<file path="src/shared/hwmon_regs.svh">
// register map constants for the monitor configuration / temperature irq bank
// assumes an apb slave with 32-bit data; byte address is four times the index
`ifndef HWMON_REGS_SVH
`define HWMON_REGS_SVH

// register indices as printed; byte address = index * 4
`define IDX_STATUS          8'h41
`define IDX_MASK            8'h43
`define IDX_FAN_DIV         8'h47
`define IDX_BUS_ADDR        8'h48
`define IDX_VOLT_ID4        8'h49
`define IDX_TEMP_CFG        8'h4B

// field positions
`define STATUS_TEMP_BIT     4
`define MASK_TEMP_BIT       4
`define FAN_B_LSB           6
`define TEMP_HALF_BIT       7

// reset values
`define STATUS_RST          1'b0
`define MASK_RST            8'h00
`define FAN_B_RST           2'h1
`define BUS_ADDR_UPPER_RST  5'h0B
`define TEMP_CFG_RST        7'h01

// timing: enabled cycles after reset release before the straps are taken
`define STRAP_SETTLE        2'h3

`endif

</file>
<file path="src/shared/hwmon_pkg.sv">
// types for the monitor configuration / temperature irq bank
// constants live in hwmon_regs.svh; this package holds only types
package hwmon_pkg;

    // over-temperature interrupt behaviour
    typedef enum logic [1:0] {
        IRQ_REPEAT  = 2'b00,
        IRQ_ONCE    = 2'b01,
        IRQ_COMPARE = 2'b10
    } temp_irq_mode_e;

    // apb answer phase
    typedef enum logic {
        PH_IDLE   = 1'b0,
        PH_ANSWER = 1'b1
    } apb_phase_e;

    // apb request from the master
    typedef struct packed {
        logic        psel;
        logic        penable;
        logic        pwrite;
        logic [11:0] paddr;
        logic [31:0] pwdata;
    } apb_req_s;

    // apb answer to the master
    typedef struct packed {
        logic        pready;
        logic        pslverr;
        logic [31:0] prdata;
    } apb_rsp_s;

    // measurement sequencer results
    typedef struct packed {
        logic        conv_done;
        logic [8:0]  temp_value;
        logic [7:0]  hot_limit;
        logic [7:0]  hyst_limit;
    } temp_meas_s;

    // whole state of the bank
    typedef struct packed {
        apb_phase_e  phase;
        apb_rsp_s    rsp;
        logic [1:0]  strap_s1;
        logic [1:0]  strap_s2;
        logic        volt_id_s1;
        logic        volt_id_s2;
        logic [1:0]  strap_cnt;
        logic [6:0]  bus_addr;
        logic [6:0]  volt_id4_rsvd;
        logic [6:0]  temp_cfg;
        logic [7:0]  mask;
        logic [1:0]  fan_b_prescale;
        logic [2:0]  fan_b_cnt;
        logic        fan_b_count_en;
        logic        status_temp;
        logic        armed;
        logic        alarm;
        logic        int_n;
    } mon_state_s;

endpackage : hwmon_pkg

</file>
<file path="src/rtl/monitor_config_temp_irq_regs.sv">
// monitor configuration bank: fan-2 prescaler, bus address, voltage id bit 4, temperature irq
// assumes pclk at 100 MHz, straps and voltage id pin asynchronous, sequencer on pclk
//
// Implementation choice: the APB register port.
`timescale 1ns/1ps
`include "hwmon_regs.svh"

// Functional notes
// - fan-2 code divides speed counter by 1/2/4/8
// - bus address low bits come from straps
// - address bits 0-6 writable, bit 7 read-only
// - address resets to 001011 plus strap levels
// - voltage id bit0 reads pin, bits 1-7 writable
// - mode 00 or 11 selects repeating interrupt
// - repeat mode re-raises each conversion until below hysteresis
// - mode 01 selects one-time interrupt above hot
// - one-time rearms only after dropping below hysteresis
// - one-time status clears on read, no re-set
// - mode 10 comparator: interrupt follows over-hot level
// - temperature config resets to 01h
// - read-only bit reports temperature half degree
// - mask bit 4 blocks temperature interrupt
module monitor_config_temp_irq_regs
    import hwmon_pkg::*;
(
    input  wire logic       pclk,           // 100 MHz core clock
    input  wire logic       presetn,        // async reset, active low
    input  wire logic       pce,            // clock enable, freezes all state
    input  wire apb_req_s   apb_req,        // apb request
    output apb_rsp_s        apb_rsp,        // apb answer
    input  wire temp_meas_s meas,           // sequencer results
    input  wire logic       fan_b_tick,     // fan-2 tach pulse, pclk domain
    input  wire logic       addr_strap_low, // address strap pin, async
    input  wire logic       addr_strap_high,// address strap pin, async
    input  wire logic       core_volt_id_bit4_in, // voltage id bit 4 pin, async
    output logic            fan_b_count_en, // prescaled fan-2 count enable
    output logic            int_n           // interrupt, active low
);

    // reserved voltage id register bits reset value; arbitrary neutral value
    parameter logic [6:0] VOLT_ID4_RSVD_RST = 7'h00;

    mon_state_s     st;         // registered state
    mon_state_s     next_st;    // next state
    temp_irq_mode_e mode;       // decoded interrupt mode
    logic [7:0]     idx;        // register index from byte address
    logic           addr_ok;    // word aligned and inside the index space
    logic           hit;        // index names a register
    logic           done_edge;  // access completes at this edge
    logic           rd_done;    // read completes at this edge
    logic           wr_done;    // write completes at this edge
    logic [7:0]     rd_byte;    // selected read data
    logic           above_hot;  // whole degrees above hot limit
    logic           below_hyst; // whole degrees below hysteresis limit
    logic           set_temp;   // status set event
    logic           clr_temp;   // status read clear
    logic [2:0]     fan_b_div;  // divide ratio minus one

    // mode decode: only 01 and 10 leave the default
    always_comb begin
        case (st.temp_cfg[1:0])
            2'b01:   mode = IRQ_ONCE;
            2'b10:   mode = IRQ_COMPARE;
            default: mode = IRQ_REPEAT;
        endcase
    end

    // address decode; index is byte address over four
    always_comb begin
        idx     = apb_req.paddr[9:2];
        addr_ok = (apb_req.paddr[1:0] == 2'b00) && (apb_req.paddr[11:10] == 2'b00);
        hit     = addr_ok && (idx == `IDX_STATUS || idx == `IDX_MASK ||
                              idx == `IDX_FAN_DIV || idx == `IDX_BUS_ADDR ||
                              idx == `IDX_VOLT_ID4 || idx == `IDX_TEMP_CFG);
    end

    // the transfer completes where the master sees pready high
    assign done_edge = apb_req.psel && apb_req.penable && st.rsp.pready;
    assign rd_done   = done_edge && !apb_req.pwrite && hit;
    assign wr_done   = done_edge && apb_req.pwrite && hit;

    // read mux; unused upper bits read zero
    always_comb begin
        case (idx)
            `IDX_STATUS:   rd_byte = 8'(st.status_temp) << `STATUS_TEMP_BIT;
            `IDX_MASK:     rd_byte = st.mask;
            `IDX_FAN_DIV:  rd_byte = 8'(st.fan_b_prescale) << `FAN_B_LSB;
            `IDX_BUS_ADDR: rd_byte = {1'b0, st.bus_addr};
            `IDX_VOLT_ID4: rd_byte = {st.volt_id4_rsvd, st.volt_id_s2};
            `IDX_TEMP_CFG: rd_byte = {meas.temp_value[0], st.temp_cfg};
            default:       rd_byte = 8'h00;
        endcase
    end

    // temperature compare in whole degrees, two's complement
    always_comb begin
        above_hot  = $signed(meas.temp_value[8:1]) > $signed(meas.hot_limit);
        below_hyst = $signed(meas.temp_value[8:1]) < $signed(meas.hyst_limit);
    end

    // divide ratio from the prescale code
    always_comb begin
        case (st.fan_b_prescale)
            2'b00:   fan_b_div = 3'h0; // divide by 1
            2'b01:   fan_b_div = 3'h1; // divide by 2
            2'b10:   fan_b_div = 3'h3; // divide by 4
            default: fan_b_div = 3'h7; // divide by 8
        endcase
    end

    // next state
    always_comb begin
        next_st  = st;
        set_temp = 1'b0;
        clr_temp = rd_done && (idx == `IDX_STATUS);

        // pin synchronisers; first stage only feeds the second
        next_st.strap_s1 = {addr_strap_high, addr_strap_low};
        next_st.strap_s2 = st.strap_s1;
        next_st.volt_id_s1 = core_volt_id_bit4_in;
        next_st.volt_id_s2 = st.volt_id_s1;

        // apb: one wait cycle, answer registered
        case (st.phase)
            PH_IDLE: begin
                next_st.rsp.pready  = 1'b0;
                next_st.rsp.pslverr = 1'b0;
                if (apb_req.psel && apb_req.penable) begin
                    next_st.phase       = PH_ANSWER;
                    next_st.rsp.pready  = 1'b1;
                    next_st.rsp.pslverr = !hit;
                    next_st.rsp.prdata  = apb_req.pwrite ? 32'h0000_0000
                                                         : {24'h00_0000, rd_byte};
                end
            end
            PH_ANSWER: begin
                next_st.phase       = PH_IDLE;
                next_st.rsp.pready  = 1'b0;
                next_st.rsp.pslverr = 1'b0;
            end
            default: begin
                next_st.phase      = PH_IDLE;
                next_st.rsp.pready = 1'b0;
            end
        endcase

        // strap capture once the synchronisers have settled
        if (st.strap_cnt != `STRAP_SETTLE) begin
            next_st.strap_cnt = st.strap_cnt + 2'h1;
            if (st.strap_cnt == `STRAP_SETTLE - 2'h1) begin
                next_st.bus_addr[1:0] = st.strap_s2;
            end
        end

        // register writes; take effect at the completing edge only
        if (wr_done) begin
            case (idx)
                `IDX_MASK:     next_st.mask = apb_req.pwdata[7:0];
                `IDX_FAN_DIV:  next_st.fan_b_prescale = apb_req.pwdata[7:6];
                `IDX_BUS_ADDR: next_st.bus_addr = apb_req.pwdata[6:0];
                `IDX_VOLT_ID4: next_st.volt_id4_rsvd = apb_req.pwdata[7:1];
                `IDX_TEMP_CFG: next_st.temp_cfg = apb_req.pwdata[6:0];
                default:       next_st.mask = st.mask;
            endcase
        end

        // fan-2 prescaler: one enable every ratio ticks
        next_st.fan_b_count_en = 1'b0;
        if (fan_b_tick) begin
            if (st.fan_b_cnt >= fan_b_div) begin
                next_st.fan_b_cnt      = 3'h0;
                next_st.fan_b_count_en = 1'b1;
            end else begin
                next_st.fan_b_cnt = st.fan_b_cnt + 3'h1;
            end
        end

        // temperature evaluated once per finished conversion
        if (meas.conv_done) begin
            case (mode)
                IRQ_ONCE: begin
                    if (st.armed && above_hot) begin
                        set_temp      = 1'b1;
                        next_st.armed = 1'b0;
                    end else if (!st.armed && below_hyst) begin
                        next_st.armed = 1'b1;
                    end
                end
                IRQ_COMPARE: begin
                    next_st.alarm = above_hot; // no hysteresis
                end
                default: begin
                    // repeat mode keeps alarm until below hysteresis
                    if (above_hot) begin
                        next_st.alarm = 1'b1;
                    end else if (below_hyst) begin
                        next_st.alarm = 1'b0;
                    end
                    set_temp = above_hot || (st.alarm && !below_hyst);
                end
            endcase
        end

        // status sticky outside compare mode, where it follows alarm; a set in the clearing cycle wins
        if (mode == IRQ_COMPARE) begin
            next_st.status_temp = next_st.alarm;
        end else if (set_temp) begin
            next_st.status_temp = 1'b1;
        end else if (clr_temp) begin
            next_st.status_temp = 1'b0;
        end

        // interrupt from the next status, gated by the mask
        next_st.int_n = !(next_st.status_temp && !next_st.mask[`MASK_TEMP_BIT]);
    end

    // state register; frozen while pce is low
    always_ff @(posedge pclk or negedge presetn) begin
        if (!presetn) begin
            st                <= '0;
            st.phase          <= PH_IDLE;
            st.bus_addr       <= {`BUS_ADDR_UPPER_RST, 2'b00};
            st.volt_id4_rsvd  <= VOLT_ID4_RSVD_RST;
            st.temp_cfg       <= `TEMP_CFG_RST;
            st.mask           <= `MASK_RST;
            st.fan_b_prescale <= `FAN_B_RST;
            st.status_temp    <= `STATUS_RST;
            st.armed          <= 1'b1;
            st.int_n          <= 1'b1;
        end else if (pce) begin
            st <= next_st;
        end
    end

    // outputs straight from flops
    assign apb_rsp        = st.rsp;
    assign fan_b_count_en = st.fan_b_count_en;
    assign int_n          = st.int_n;
endmodule : monitor_config_temp_irq_regs

</file>
<file path="config.mk">
export PLATFORM = sky130hd
export DESIGN_NAME = monitor_config_temp_irq_regs
export DESIGN_NICKNAME = d
export VERILOG_FILES = /design/src/shared/hwmon_pkg.sv /design/src/rtl/monitor_config_temp_irq_regs.sv
export VERILOG_INCLUDE_DIRS = /design/src /design/src/shared
export SDC_FILE = /design/constraint.sdc
export NUM_CORES = 1
export LEC_CHECK = 0
export ABC_CLOCK_PERIOD_IN_PS = 4180
export BUFFER_PORTS_ARGS = -buffer_cell sky130_fd_sc_hd__buf_4
export CAP_MARGIN = 5
export CORE_UTILIZATION = 40
export CTS_BUF_LIST = sky130_fd_sc_hd__clkbuf_8
export CTS_CLUSTER_DIAMETER = 80
export DETAILED_ROUTE_END_ITERATION = 8
export GPL_ROUTABILITY_DRIVEN = 0
export PLACE_DENSITY = 0.7
export REMOVE_ABC_BUFFERS = 1
export SETUP_SLACK_MARGIN = 0.4
export SYNTH_ARGS = -nofsm -noshare
export SYNTH_HDL_FRONTEND = slang
export SYNTH_SLANG_ARGS = --single-unit
export TNS_END_PERCENT = 10
</file>
<file path="constraint.sdc">
create_clock -name pclk -period 4.18 [get_ports pclk]
set_input_delay 0.418 -clock pclk [delete_from_list [all_inputs] [get_ports pclk]]
set_output_delay 0.418 -clock pclk [all_outputs]
set_load 0.01 [all_outputs]
</file>
==> summary.txt, run 1 <==
run status: completed
Synth area leader: dfrtp_1
initial antenna violation count: 0
H-tree depth: 3
Vias: 2692
P_leak: 2.03 nW
setup_tns: 0 ns
dpl hpwl: 5540 µm
Hold Fails Final Rpt: 0
cts bufs inserted: 9
drt drc: 0
Final #Nets: 503
WL/cell: 14.5 µm
EDFF count, synth: 0
number of I/O port buffers: 67
first-pass GRT wire length: 12200 µm
Die H: 95.7 µm
Worst Tran Pin Value: 0.966 ns
path depth of the worst reg2reg path: 5
vias in the first global route: 2590
row count: 33
flop-to-flop setup slack: 1.83 ns
die area: 9160 µm²
max cap viols: 0
WL final: 7380 µm
CP Buf/Inv Count: 1
ant diodes: 0
Syn Inst Count: 342
share of cells above drive strength 1: 0.333
largest net degree at the start of global routing: 58
P&R area growth vs syn: 17.9%
yosys synthesis warning count: 0
Register Area: 1440 µm²
Post-DRT Antenna Nets: 0
most common cell in the netlist: dfrtp_1
CP required: 4.40 ns
critical-path maximum fanout: 8
Rel. slew slack: 0.355
Clock Tree Root: clkbuf_8
Core Region: 8340 µm²
clock skew: 0.00649 ns
Worst IR Drop VDD: 0.165 mV
top cells by area, synth: dfrtp_1 36%, mux2_2 12%, ha_1 8.2%, buf_4 7.3%, dfstp_2 5.2%
Seq/Total Area, Yosys: 0.409
Place WS: 1.17 ns
Crit Path Category: input pin to flip-flop
Die Wd: 95.7 µm
Setup-failing EPs final: 0
Finished Layout Cells: 510
Total GRT Usage: 0.176
Multi-input gate area: 1760 µm²
Clock Tree Buf Depth: 2
Main synth FF type: dfrtp_1
Filler Cell Count: 782
Tcrit/Tclk final: 0.633
hold buffer count at CTS: 0
Synth cell types: 58
worst-skew pair later-pin latency: 0.34 ns
CTS sink cnt: 57
Slowest-stage cell, CP: or4_1
Largest stage delay, worst path: 0.67 ns
CP delay by family, top: simple AND/OR/NAND/NOR gates
clock edge transition at the registers on the reported setup and hold paths: 0.07 ns
crit path DAT: 2.86 ns
grt total ovfl: 0
CTS tree: done
Worst R2R Start: st[81]
Final min period: 2.65 ns
power per standard cell area: 323 nW/µm²
Avg Vias per Cell: 5.28
Crit. End Element: flip-flop
Synth top cells by count: 50 x dfrtp_1, 36 x mux2_2, 34 x buf_4, 27 x nand2_1, 25 x inv_1
count of pins over their slew limit: 0
Hold Crit Class: input pin to asynchronous set/reset pin
First-pass DRT Iterations: 4
initial DRC count: 152
I/O pin cnt: 116
Core Util, Final: 0.496
asr flop ratio synth: 1.00
CTS resizes: 0
Initial Util: 0.421
WHS: 0.136 ns
final worst slack: 1.53 ns
placed insts: 494
Startpoint Class: input pin
Seq cells post-synth: 57
RSZ-0062 raised after global routing: false
Synth top area share: 0.356
mean cell area of the mapped netlist: 10.3 µm²
postcts setup bufs: 0
Max Clk Rate: 0.378 GHz
RR Endpoint: apb_rsp[1]
synthesized cell area: 3510 µm²
critical path, cell by cell: buf_4 > nor4_1 > nand2_1 > or4_1 > nor4_4 > mux2_2
[worst reg2reg max path: cells and delay by family (launching register included)]
family	cells	cell delay (ns)
AOI/OAI and AO/OA	2	0.34
buffers and inverters	1	0.07
DFF	1	0.39
and+or+nand+nor	2	1.49
[cells by family (layout without fill, tap and decap cells)]
kind of cell,after synthesis,after routing,synth area share
AO/OA/AOI/OAI,67,67,0.131
multiplexers,38,38,0.121
AND/OR/NAND/NOR,85,85,0.139
other,1,24,0.00107
adder cells (fa/ha/maj),23,23,0.0820
buffers and inverters,70,110,0.114
flip-flops,57,57,0.409
XOR/XNOR,1,1,0.00250
[worst max-delay path by stage]
stage / startpoint / end / slack [ns] / depth (start not counted)
after floorplan: apb_req[39] / st[10] / 1.76 / 5
after global placement: apb_req[33] / st[15] / 1.22 / 6
after detailed placement: apb_req[33] / st[11] / 1.17 / 6
after CTS: apb_req[33] / st[11] / 1.52 / 6
after global routing: apb_req[33] / st[11] / 1.36 / 6
final: apb_req[33] / st[11] / 1.53 / 6
[report_power, final]
| part | internal (W) | switching [W] |
|---|---|---|
| Clock | 0.000305 | 0.000221 |
| Combinational | 0.000101 | 0.000107 |
| Sequential | 0.000582 | 0.0000225 |
| Total | 0.000989 | 0.000350 |
[layer usage]
layer	wire length, µm	GRT usage	up-vias	share of wire
met5	0	0	-	0
met3	437	0.0303	12	0.059
met1	3240	0.224	1308	0.44
met4	174	0.0858	0	0.024
met2	3540	0.289	90	0.48
li1	-	-	1282	-
[stage by stage]
| step | total power [W] | area [µm²] |
|---|---|---|
| 2_1_floorplan | 0.000727 | 3290 |
| 3_3_place_gp | 0.000815 | 3940 |
| 3_5_place_dp | 0.000825 | 3940 |
| 4_1_cts | 0.00136 | 4140 |
| 5_1_grt | 0.00141 | 4140 |
| 6_report | 0.00134 | 4140 |
[placed cells by master (no fill, tap or decap), types with 2 or more instances in the layout]
cell	netlist	final
o31ai_1	2	2
o221ai_1	2	2
a21o_1	7	7
nand4_1	8	8
nand2_1	27	27
a221oi_1	2	2
clkinv_2	0	3
nand2b_1	5	5
a211oi_1	2	2
o2bb2ai_1	2	2
or4_1	2	2
o21a_1	2	2
o21ai_0	17	17
nor2b_1	7	7
nor2_2	2	2
mux2i_1	2	2
inv_1	25	25
buf_4	34	68
o211ai_1	3	3
nor3b_1	2	2
ha_1	23	23
nand3_1	6	6
a211o_1	2	2
mux2_2	36	36
clkbuf_8	0	11
a222oi_1	5	5
nor2_1	12	12
dfstp_2	7	7
nor3_1	2	2
dfrtp_1	50	50
conb_1	1	24
a21oi_1	12	12
[cell type report]
cell class | count | area share
clock inverters | 5 | 0.0130
repair buffers | 68 | 0.123
well taps | 105 | 0.0317
multi-input cells | 238 | 0.425
flip-flops and latches | 57 | 0.347
inverters | 26 | 0.0236
clock buffers | 11 | 0.0366
[flip-flops by register name, summed over array words and instances (netlist names)]
| signal | count |
|---|---|
| apb_rsp | 9 |
| fan_b_count_en | 1 |
| int_n | 1 |
| next_st | 3 |
| st | 43 |
Note: power is estimated with default switching activity, not from simulation.
==> inputs of run 2 (changes only) <==
--- a/config.mk
+++ b/config.mk
@@ -6,7 +6,8 @@
 export SDC_FILE = /design/constraint.sdc
 export NUM_CORES = 1
 export LEC_CHECK = 0
-export ABC_CLOCK_PERIOD_IN_PS = 4180
+export ABC_AREA = 1
+export ABC_CLOCK_PERIOD_IN_PS = 2400
 export BUFFER_PORTS_ARGS = -buffer_cell sky130_fd_sc_hd__buf_4
 export CAP_MARGIN = 5
 export CORE_UTILIZATION = 40
@@ -14,7 +15,7 @@
 export CTS_CLUSTER_DIAMETER = 80
 export DETAILED_ROUTE_END_ITERATION = 8
 export GPL_ROUTABILITY_DRIVEN = 0
-export PLACE_DENSITY = 0.7
+export PLACE_DENSITY = 0.72
 export REMOVE_ABC_BUFFERS = 1
 export SETUP_SLACK_MARGIN = 0.4
 export SYNTH_ARGS = -nofsm -noshare
==> constraint.sdc (replaced) <==
create_clock -name pclk -period 2.4 [get_ports pclk]
set_input_delay 0.24 -clock pclk [delete_from_list [all_inputs] [get_ports pclk]]
set_output_delay 0.24 -clock pclk [all_outputs]
set_load 0.01 [all_outputs]
==> run 2 against run 1 <==
Net effect:
- sequential power rose by 74%
- clock skew rose by 0.0041 ns
- synthesized cell count up 32%
- global-route usage down 0.68 points
==> summary.txt, run 2 <==
worst-skew pair later-pin latency: 0.34 ns (about the same)
Crit Path Category: flip-flop to flip-flop
Synth top area share: 0.342 (-0.0139)
Tot Pwr: 0.00241 W (+80%)
largest net degree at the start of global routing: 58 (unchanged)
placed insts: 615 (+24%)
First-pass DRT Iterations: 4 (unchanged)
Top reg by flops: st
Synth cell types: 40 (-31%)
Placed Area: 4120 µm² (+4.6%)
most common cell in the netlist: nand2_1
first-pass GRT wire length: 13000 µm (+6.8%)
Max Clk Rate: 0.553 GHz
internal power: 0.00176 W (+78%)
commonest non-fill, non-tap cell in the layout: nand2_1
power per standard cell area: 554 nW/µm² (+71%)
cts bufs inserted: 9 (unchanged)
postcts setup bufs: 0 (unchanged)
CP required: 2.68 ns (-1.72 ns)
EDFF count, synth: 0 (unchanged)
Register Area: 1440 µm² (unchanged)
vias in the first global route: 2878 (+11%)
count of pins over their slew limit: 0 (unchanged)
Net Sw Frac: 0.271 (+0.00927)
CTS tree: done
final worst slack: 0.591 ns (-0.942 ns)
asr flop ratio synth: 1.00 (unchanged)
Clock Tree Root: clkbuf_8
highest metal used: met4
Filler Cell Count: 862 (+10%)
ant diodes: 0 (unchanged)
Hold Fails Final Rpt: 0 (unchanged)
CTS sink cnt: 57 (unchanged)
Final min period: 1.81 ns
Hold Crit Class: input pin to flip-flop
H-tree depth: 3 (unchanged)
Multi-input gate area: 1740 µm² (-1.0%)
P_leak: 2.27 nW (+12%)
I/O pin cnt: 116 (unchanged)
Synth top cells by count: 125 x nand2_1, 66 x inv_1, 50 x dfrtp_1, 34 x buf_4, 28 x o21ai_0
row count: 34 (+3.0%)
critical-path maximum fanout: 3 (-5)
mean cell area of the mapped netlist: 8.07 µm² (-21%)
Vias: 2969 (+10%)
max reg flops: 43 (unchanged)
synthesized cell area: 3650 µm² (+4.1%)
Worst Tran Pin Value: 0.709 ns (-0.256 ns)
yosys synthesis warning count: 0 (unchanged)
met1 WL: 3420 µm (+5.8%)
fin area: 4350 µm² (+5.0%)
Clock Tree Buf Depth: 2 (unchanged)
share of cells above drive strength 1: 0.250 (-0.0833)
Place WS: 0.366 ns (-0.803 ns)
metal2 WL: 3790 µm (+7.2%)
Syn Inst Count: 453 (+32%)
Seq/Total Area, Yosys: 0.393 (-0.0160)
Tcrit/Tclk final: 0.754
run status: completed
P&R area growth vs syn: 19.0%
Initial Util: 0.417 (-0.00404)
WL/cell: 12.1 µm (-16%)
top cells by area, synth: dfrtp_1 34%, nand2_1 13%, ha_1 7.9%, buf_4 7.0%, inv_1 6.8%
WL final: 7650 µm (+3.7%)
Core Region: 8760 µm² (+5.1%)
drt drc: 0 (unchanged)
Post-DRT Antenna Nets: 0 (unchanged)
Die Wd: 97.6 µm (+2.0%)
Seq cells post-synth: 57 (unchanged)
clock edge transition at the registers on the reported setup and hold paths: 0.07 ns (about the same)
dpl hpwl: 5690 µm (+2.6%)
grt total ovfl: 0 (unchanged)
Synth area leader: dfrtp_1
most frequent cells in the layout: 125 x nand2_1, 72 x buf_4, 66 x inv_1
initial DRC count: 177 (+16%)
setup_tns: 0 ns (unchanged)
Rel. slew slack: 0.527 (+0.172)
sequential power share: 0.437 (-0.015)
Final #Nets: 622 (+24%)
Finished Layout Cells: 632 (+24%)
Setup-failing EPs final: 0 (unchanged)
clock skew: 0.0106 ns (+0.00413 ns)
Startpoint Class: flip-flop
max cap viols: 0 (unchanged)
Die H: 97.6 µm (+2.0%)
crit path DAT: 2.08 ns (-0.78 ns)
initial antenna violation count: 0 (unchanged)
number of I/O port buffers: 67 (unchanged)
Crit. End Element: flip-flop
Total GRT Usage: 0.169 (-0.00678)
part of the power in combinational logic: 0.153 (-0.003)
RSZ-0062 raised after global routing: false
clock power share: 0.411 (+0.018)
switching power: 0.000653 W (+86%)
Main synth FF type: dfrtp_1
Worst IR Drop VDD: 0.210 mV (+28%)
Avg Vias per Cell: 4.70 (-11%)
routed wl met3: 379 µm (-13%)
die area: 9520 µm² (+4.0%)
-- run 2: power by group through the flow --
stage	logic (W)	registers, W	clock network [W]
after CTS	0.000372	0.00105	0.00101
after global routing	0.000440	0.00106	0.00105
after floorplan	0.000211	0.00106	0
after global placement	0.000356	0.00107	0
after detailed placement	0.000368	0.00107	0
final	0.000368	0.00105	0.000990
-- run 2: logic make-up after synthesis --
logic type / share of synthesized area
adders and majority gates: 0.0788
and+or+nand+nor: 0.223
AOI/OAI and AO/OA: 0.145
buffers and inverters: 0.155
xor gates and xnor gates: 0.00480
DFF: 0.393
other: 0.00103
-- run 2: metrics by stage --
step           hold slack [ns]  utilization
2_1_floorplan          -0.0556            -
3_3_place_gp             0.337        0.470
3_5_place_dp             0.339        0.470
4_1_cts                  0.102        0.496
5_1_grt                 0.0959        0.496
6_report                 0.112        0.496
-- run 2: critical path, cell delays in order (launching register included) --
cell and delay (ns):
dfstp_2 0.55, inv_1 0.06, ha_1 0.32, or2_2 0.31, nor2_1 0.12, nor2_1 0.06, a21oi_2 0.14, nand3_1 0.09
nand2_1 0.06, inv_1 0.03
-- run 2: path summary, 6_finish.rpt --
kind	startpoint	end	slack, ns	cells past startpoint
min in group asynchronous	presetn	st[6]	0.48	2
max in group asynchronous	presetn	st[43]	1.43	2
worst min-delay path	addr_strap_high	next_st[44]	0.11	3
worst max register to register	st[18]	int_n	0.59	9
worst max-delay path	st[18]	int_n	0.59	9
worst min register to register	next_st[44]	next_st[44]	0.47	2
-- run 2: final cells by class --
| cell class | count | share of cell area |
|---|---|---|
| repair buffers | 73 | 0.127 |
| well taps | 108 | 0.0311 |
| inverters | 70 | 0.0610 |
| multi-input cells | 308 | 0.401 |
| clock buffers | 9 | 0.0285 |
| flip-flops and latches | 57 | 0.330 |
| clock inverters | 7 | 0.0219 |
-- run 2: metal layers --
| metal | global-route usage | vias to the layer above |
|---|---|---|
| li1 | - | 1529 |
| met5 | 0 | - |
| met3 | 0.0439 | 7 |
| met2 | 0.282 | 91 |
| met1 | 0.217 | 1342 |
| met4 | 0.0475 | 0 |
-- run 2: repair_timing --
item                                    4_1_cts  5_1_grt
hold endpoints to repair                     50        0
hold buffers                                  1        0
resized for setup                             0        1
endpoints found under the setup margin        0        1
==> inputs of run 3 (changes only) <==
--- a/config.mk
+++ b/config.mk
@@ -7,7 +7,7 @@
 export NUM_CORES = 1
 export LEC_CHECK = 0
 export ABC_AREA = 1
-export ABC_CLOCK_PERIOD_IN_PS = 2400
+export ABC_CLOCK_PERIOD_IN_PS = 1550
 export BUFFER_PORTS_ARGS = -buffer_cell sky130_fd_sc_hd__buf_4
 export CAP_MARGIN = 5
 export CORE_UTILIZATION = 40
==> constraint.sdc (replaced) <==
create_clock -name pclk -period 1.55 [get_ports pclk]
set_input_delay 0.155 -clock pclk [delete_from_list [all_inputs] [get_ports pclk]]
set_output_delay 0.155 -clock pclk [all_outputs]
set_load 0.01 [all_outputs]
==> run 3 against run 2 <==
Net effect:
- the run now ends with setup timing left
- clock skew hardly changed
- count of clock-buffer cells in the layout grew 2
- core utilization rose by 9.6 points
- register-to-register slack lost 0.60 ns
- critical endpoint unchanged
- largest power group unchanged
- highest routed layer unchanged
==> summary.txt, run 3 (same netlist as run 2, synthesis figures left out) <==
Avg Vias per Cell: 4.99 (+6.2%)
Tcrit/Tclk final: 1.01 (+0.252)
Clock Tree Root: clkbuf_8
Startpoint Class: flip-flop
row count: 34 (unchanged)
Worst IR Drop VDD: 0.397 mV (+89%)
Hold Fails Final Rpt: 0 (unchanged)
Hold Crit Class: input pin to flip-flop
Final #Nets: 662 (+6.4%)
WL/cell: 13.9 µm (+15%)
Crit. End Element: flip-flop
Max Clk Rate: 0.642 GHz (+16%)
WL final: 9360 µm (+22%)
first-pass GRT wire length: 15500 µm (+20%)
Filler Cell Count: 712 (-17%)
crit path DAT: 1.84 ns (-0.24 ns)
Total GRT Usage: 0.202 (+0.0329)
count of pins over their slew limit: 0 (unchanged)
clock edge transition at the registers on the reported setup and hold paths: 0.06 ns (about the same)
initial DRC count: 150 (-15%)
Die Wd: 97.6 µm (unchanged)
H-tree depth: 3 (unchanged)
final worst slack: -0.00881 ns (-0.600 ns)
Tot Pwr: 0.00391 W (+62%)
Clock Tree Buf Depth: 2 (unchanged)
dpl hpwl: 6460 µm (+13%)
CP required: 1.83 ns (-0.85 ns)
number of I/O port buffers: 67 (unchanged)
Finished Layout Cells: 672 (+6.3%)
grt total ovfl: 0 (unchanged)
largest net degree at the start of global routing: 36 (-38%)
First-pass DRT Iterations: 4 (unchanged)
Vias: 3352 (+13%)
CTS tree: done
run status: finished, violations left
initial antenna violation count: 0 (unchanged)
max cap viols: 0 (unchanged)
Core Region: 8760 µm² (unchanged)
RSZ-0062 raised after global routing: true
Die H: 97.6 µm (unchanged)
P&R area growth vs syn: 42.0%
I/O pin cnt: 116 (unchanged)
power per standard cell area: 755 nW/µm² (+36%)
commonest non-fill, non-tap cell in the layout: nand2_1
Final min period: 1.56 ns (-0.250 ns)
cts bufs inserted: 9 (unchanged)
Core Util, Final: 0.592 (+0.0957)
ant diodes: 0 (unchanged)
Setup-failing EPs final: 1 (+1)
placed insts: 648 (+5.4%)
most frequent cells in the layout: 100 x nand2_1, 90 x buf_4, 58 x inv_1
Crit Path Category: flip-flop to flip-flop
setup_tns: -0.00881 ns (-0.00881 ns)
critical-path maximum fanout: 2 (-1)
vias in the first global route: 3395 (+18%)
CTS sink cnt: 57 (unchanged)
worst-skew pair later-pin latency: 0.35 ns (about the same)
max reg flops: 43 (unchanged)
clock skew: 0.0108 ns (+0.000196 ns)
failing checks: setup timing
share of cells above drive strength 1: 0.429 (+0.179)
Initial Util: 0.417 (unchanged)
Top reg by flops: st
die area: 9520 µm² (unchanged)
P_leak: 2.61 nW (+15%)
drt drc: 0 (unchanged)
Post-DRT Antenna Nets: 0 (unchanged)
run 3: through the flow:
stage	area [µm²]	hold WS, ns	worst slack, ns
after floorplan	3440	-0.141	-0.117
after global routing	5190	0.0117	-0.0937
final	5190	0.0187	-0.00881
after CTS	5050	0.00762	-0.0667
after global placement	4400	0.0829	-0.201
after detailed placement	4400	0.0860	-0.307
run 3: worst paths after layout:
path | startpoint | end | slack, ns | cells past startpoint
max in group asynchronous | presetn | st[18] | 0.73 | 3
min in group asynchronous | presetn | st[6] | 0.25 | 2
worst max-delay path | st[18] | int_n | -0.009 | 9
worst min-delay path | addr_strap_high | next_st[44] | 0.02 | 3
worst min register to register | next_st[43] | next_st[43] | 0.48 | 2
worst max register to register | st[18] | int_n | -0.009 | 9
run 3: what timing repair did:
| action | in CTS | in global routing |
|---|---|---|
| hold buffers | 1 | 0 |
| hold endpoints to repair | 20 | 0 |
| buffers inserted | 3 | 3 |
| gates resized for setup | 117 | 26 |
| pin swaps | 56 | 31 |
| cloned | 0 | 1 |
| setup endpoints to repair | 49 | 49 |
run 3: power breakdown:
part	switching, W	internal (W)	total [W]
Clock	0.000616	0.000986	0.00160
Sequential	0.0000614	0.00157	0.00164
Combinational	0.000379	0.000297	0.000676
run 3: critical path, stage by stage (launching register included):
cell	delay, ns
dfstp_2	0.55
inv_2	0.05
ha_4	0.21
or2_4	0.25
nor2_4	0.08
nor2_2	0.05
a21oi_2	0.13
nand3_1	0.09
nand2_1	0.06
inv_1	0.03
run 3: layout make-up:
class | count | area (µm²) | area share
timing repair buffer | 113 | 973 | 0.188
sequential | 57 | 1440 | 0.277
tap | 108 | 135 | 0.0261
multi-input combinational | 308 | 2140 | 0.412
clock buffer | 11 | 151 | 0.0292
clock inverter | 5 | 77.6 | 0.0150
inverter | 70 | 278 | 0.0536
run 3: per-layer routing:
metal	up-vias	track usage	part of all wire
met3	19	0.0324	0.046
met4	0	0.0701	0.020
met1	1621	0.247	0.41
met2	96	0.359	0.52
met5	-	0	0
li1	1616	-	-
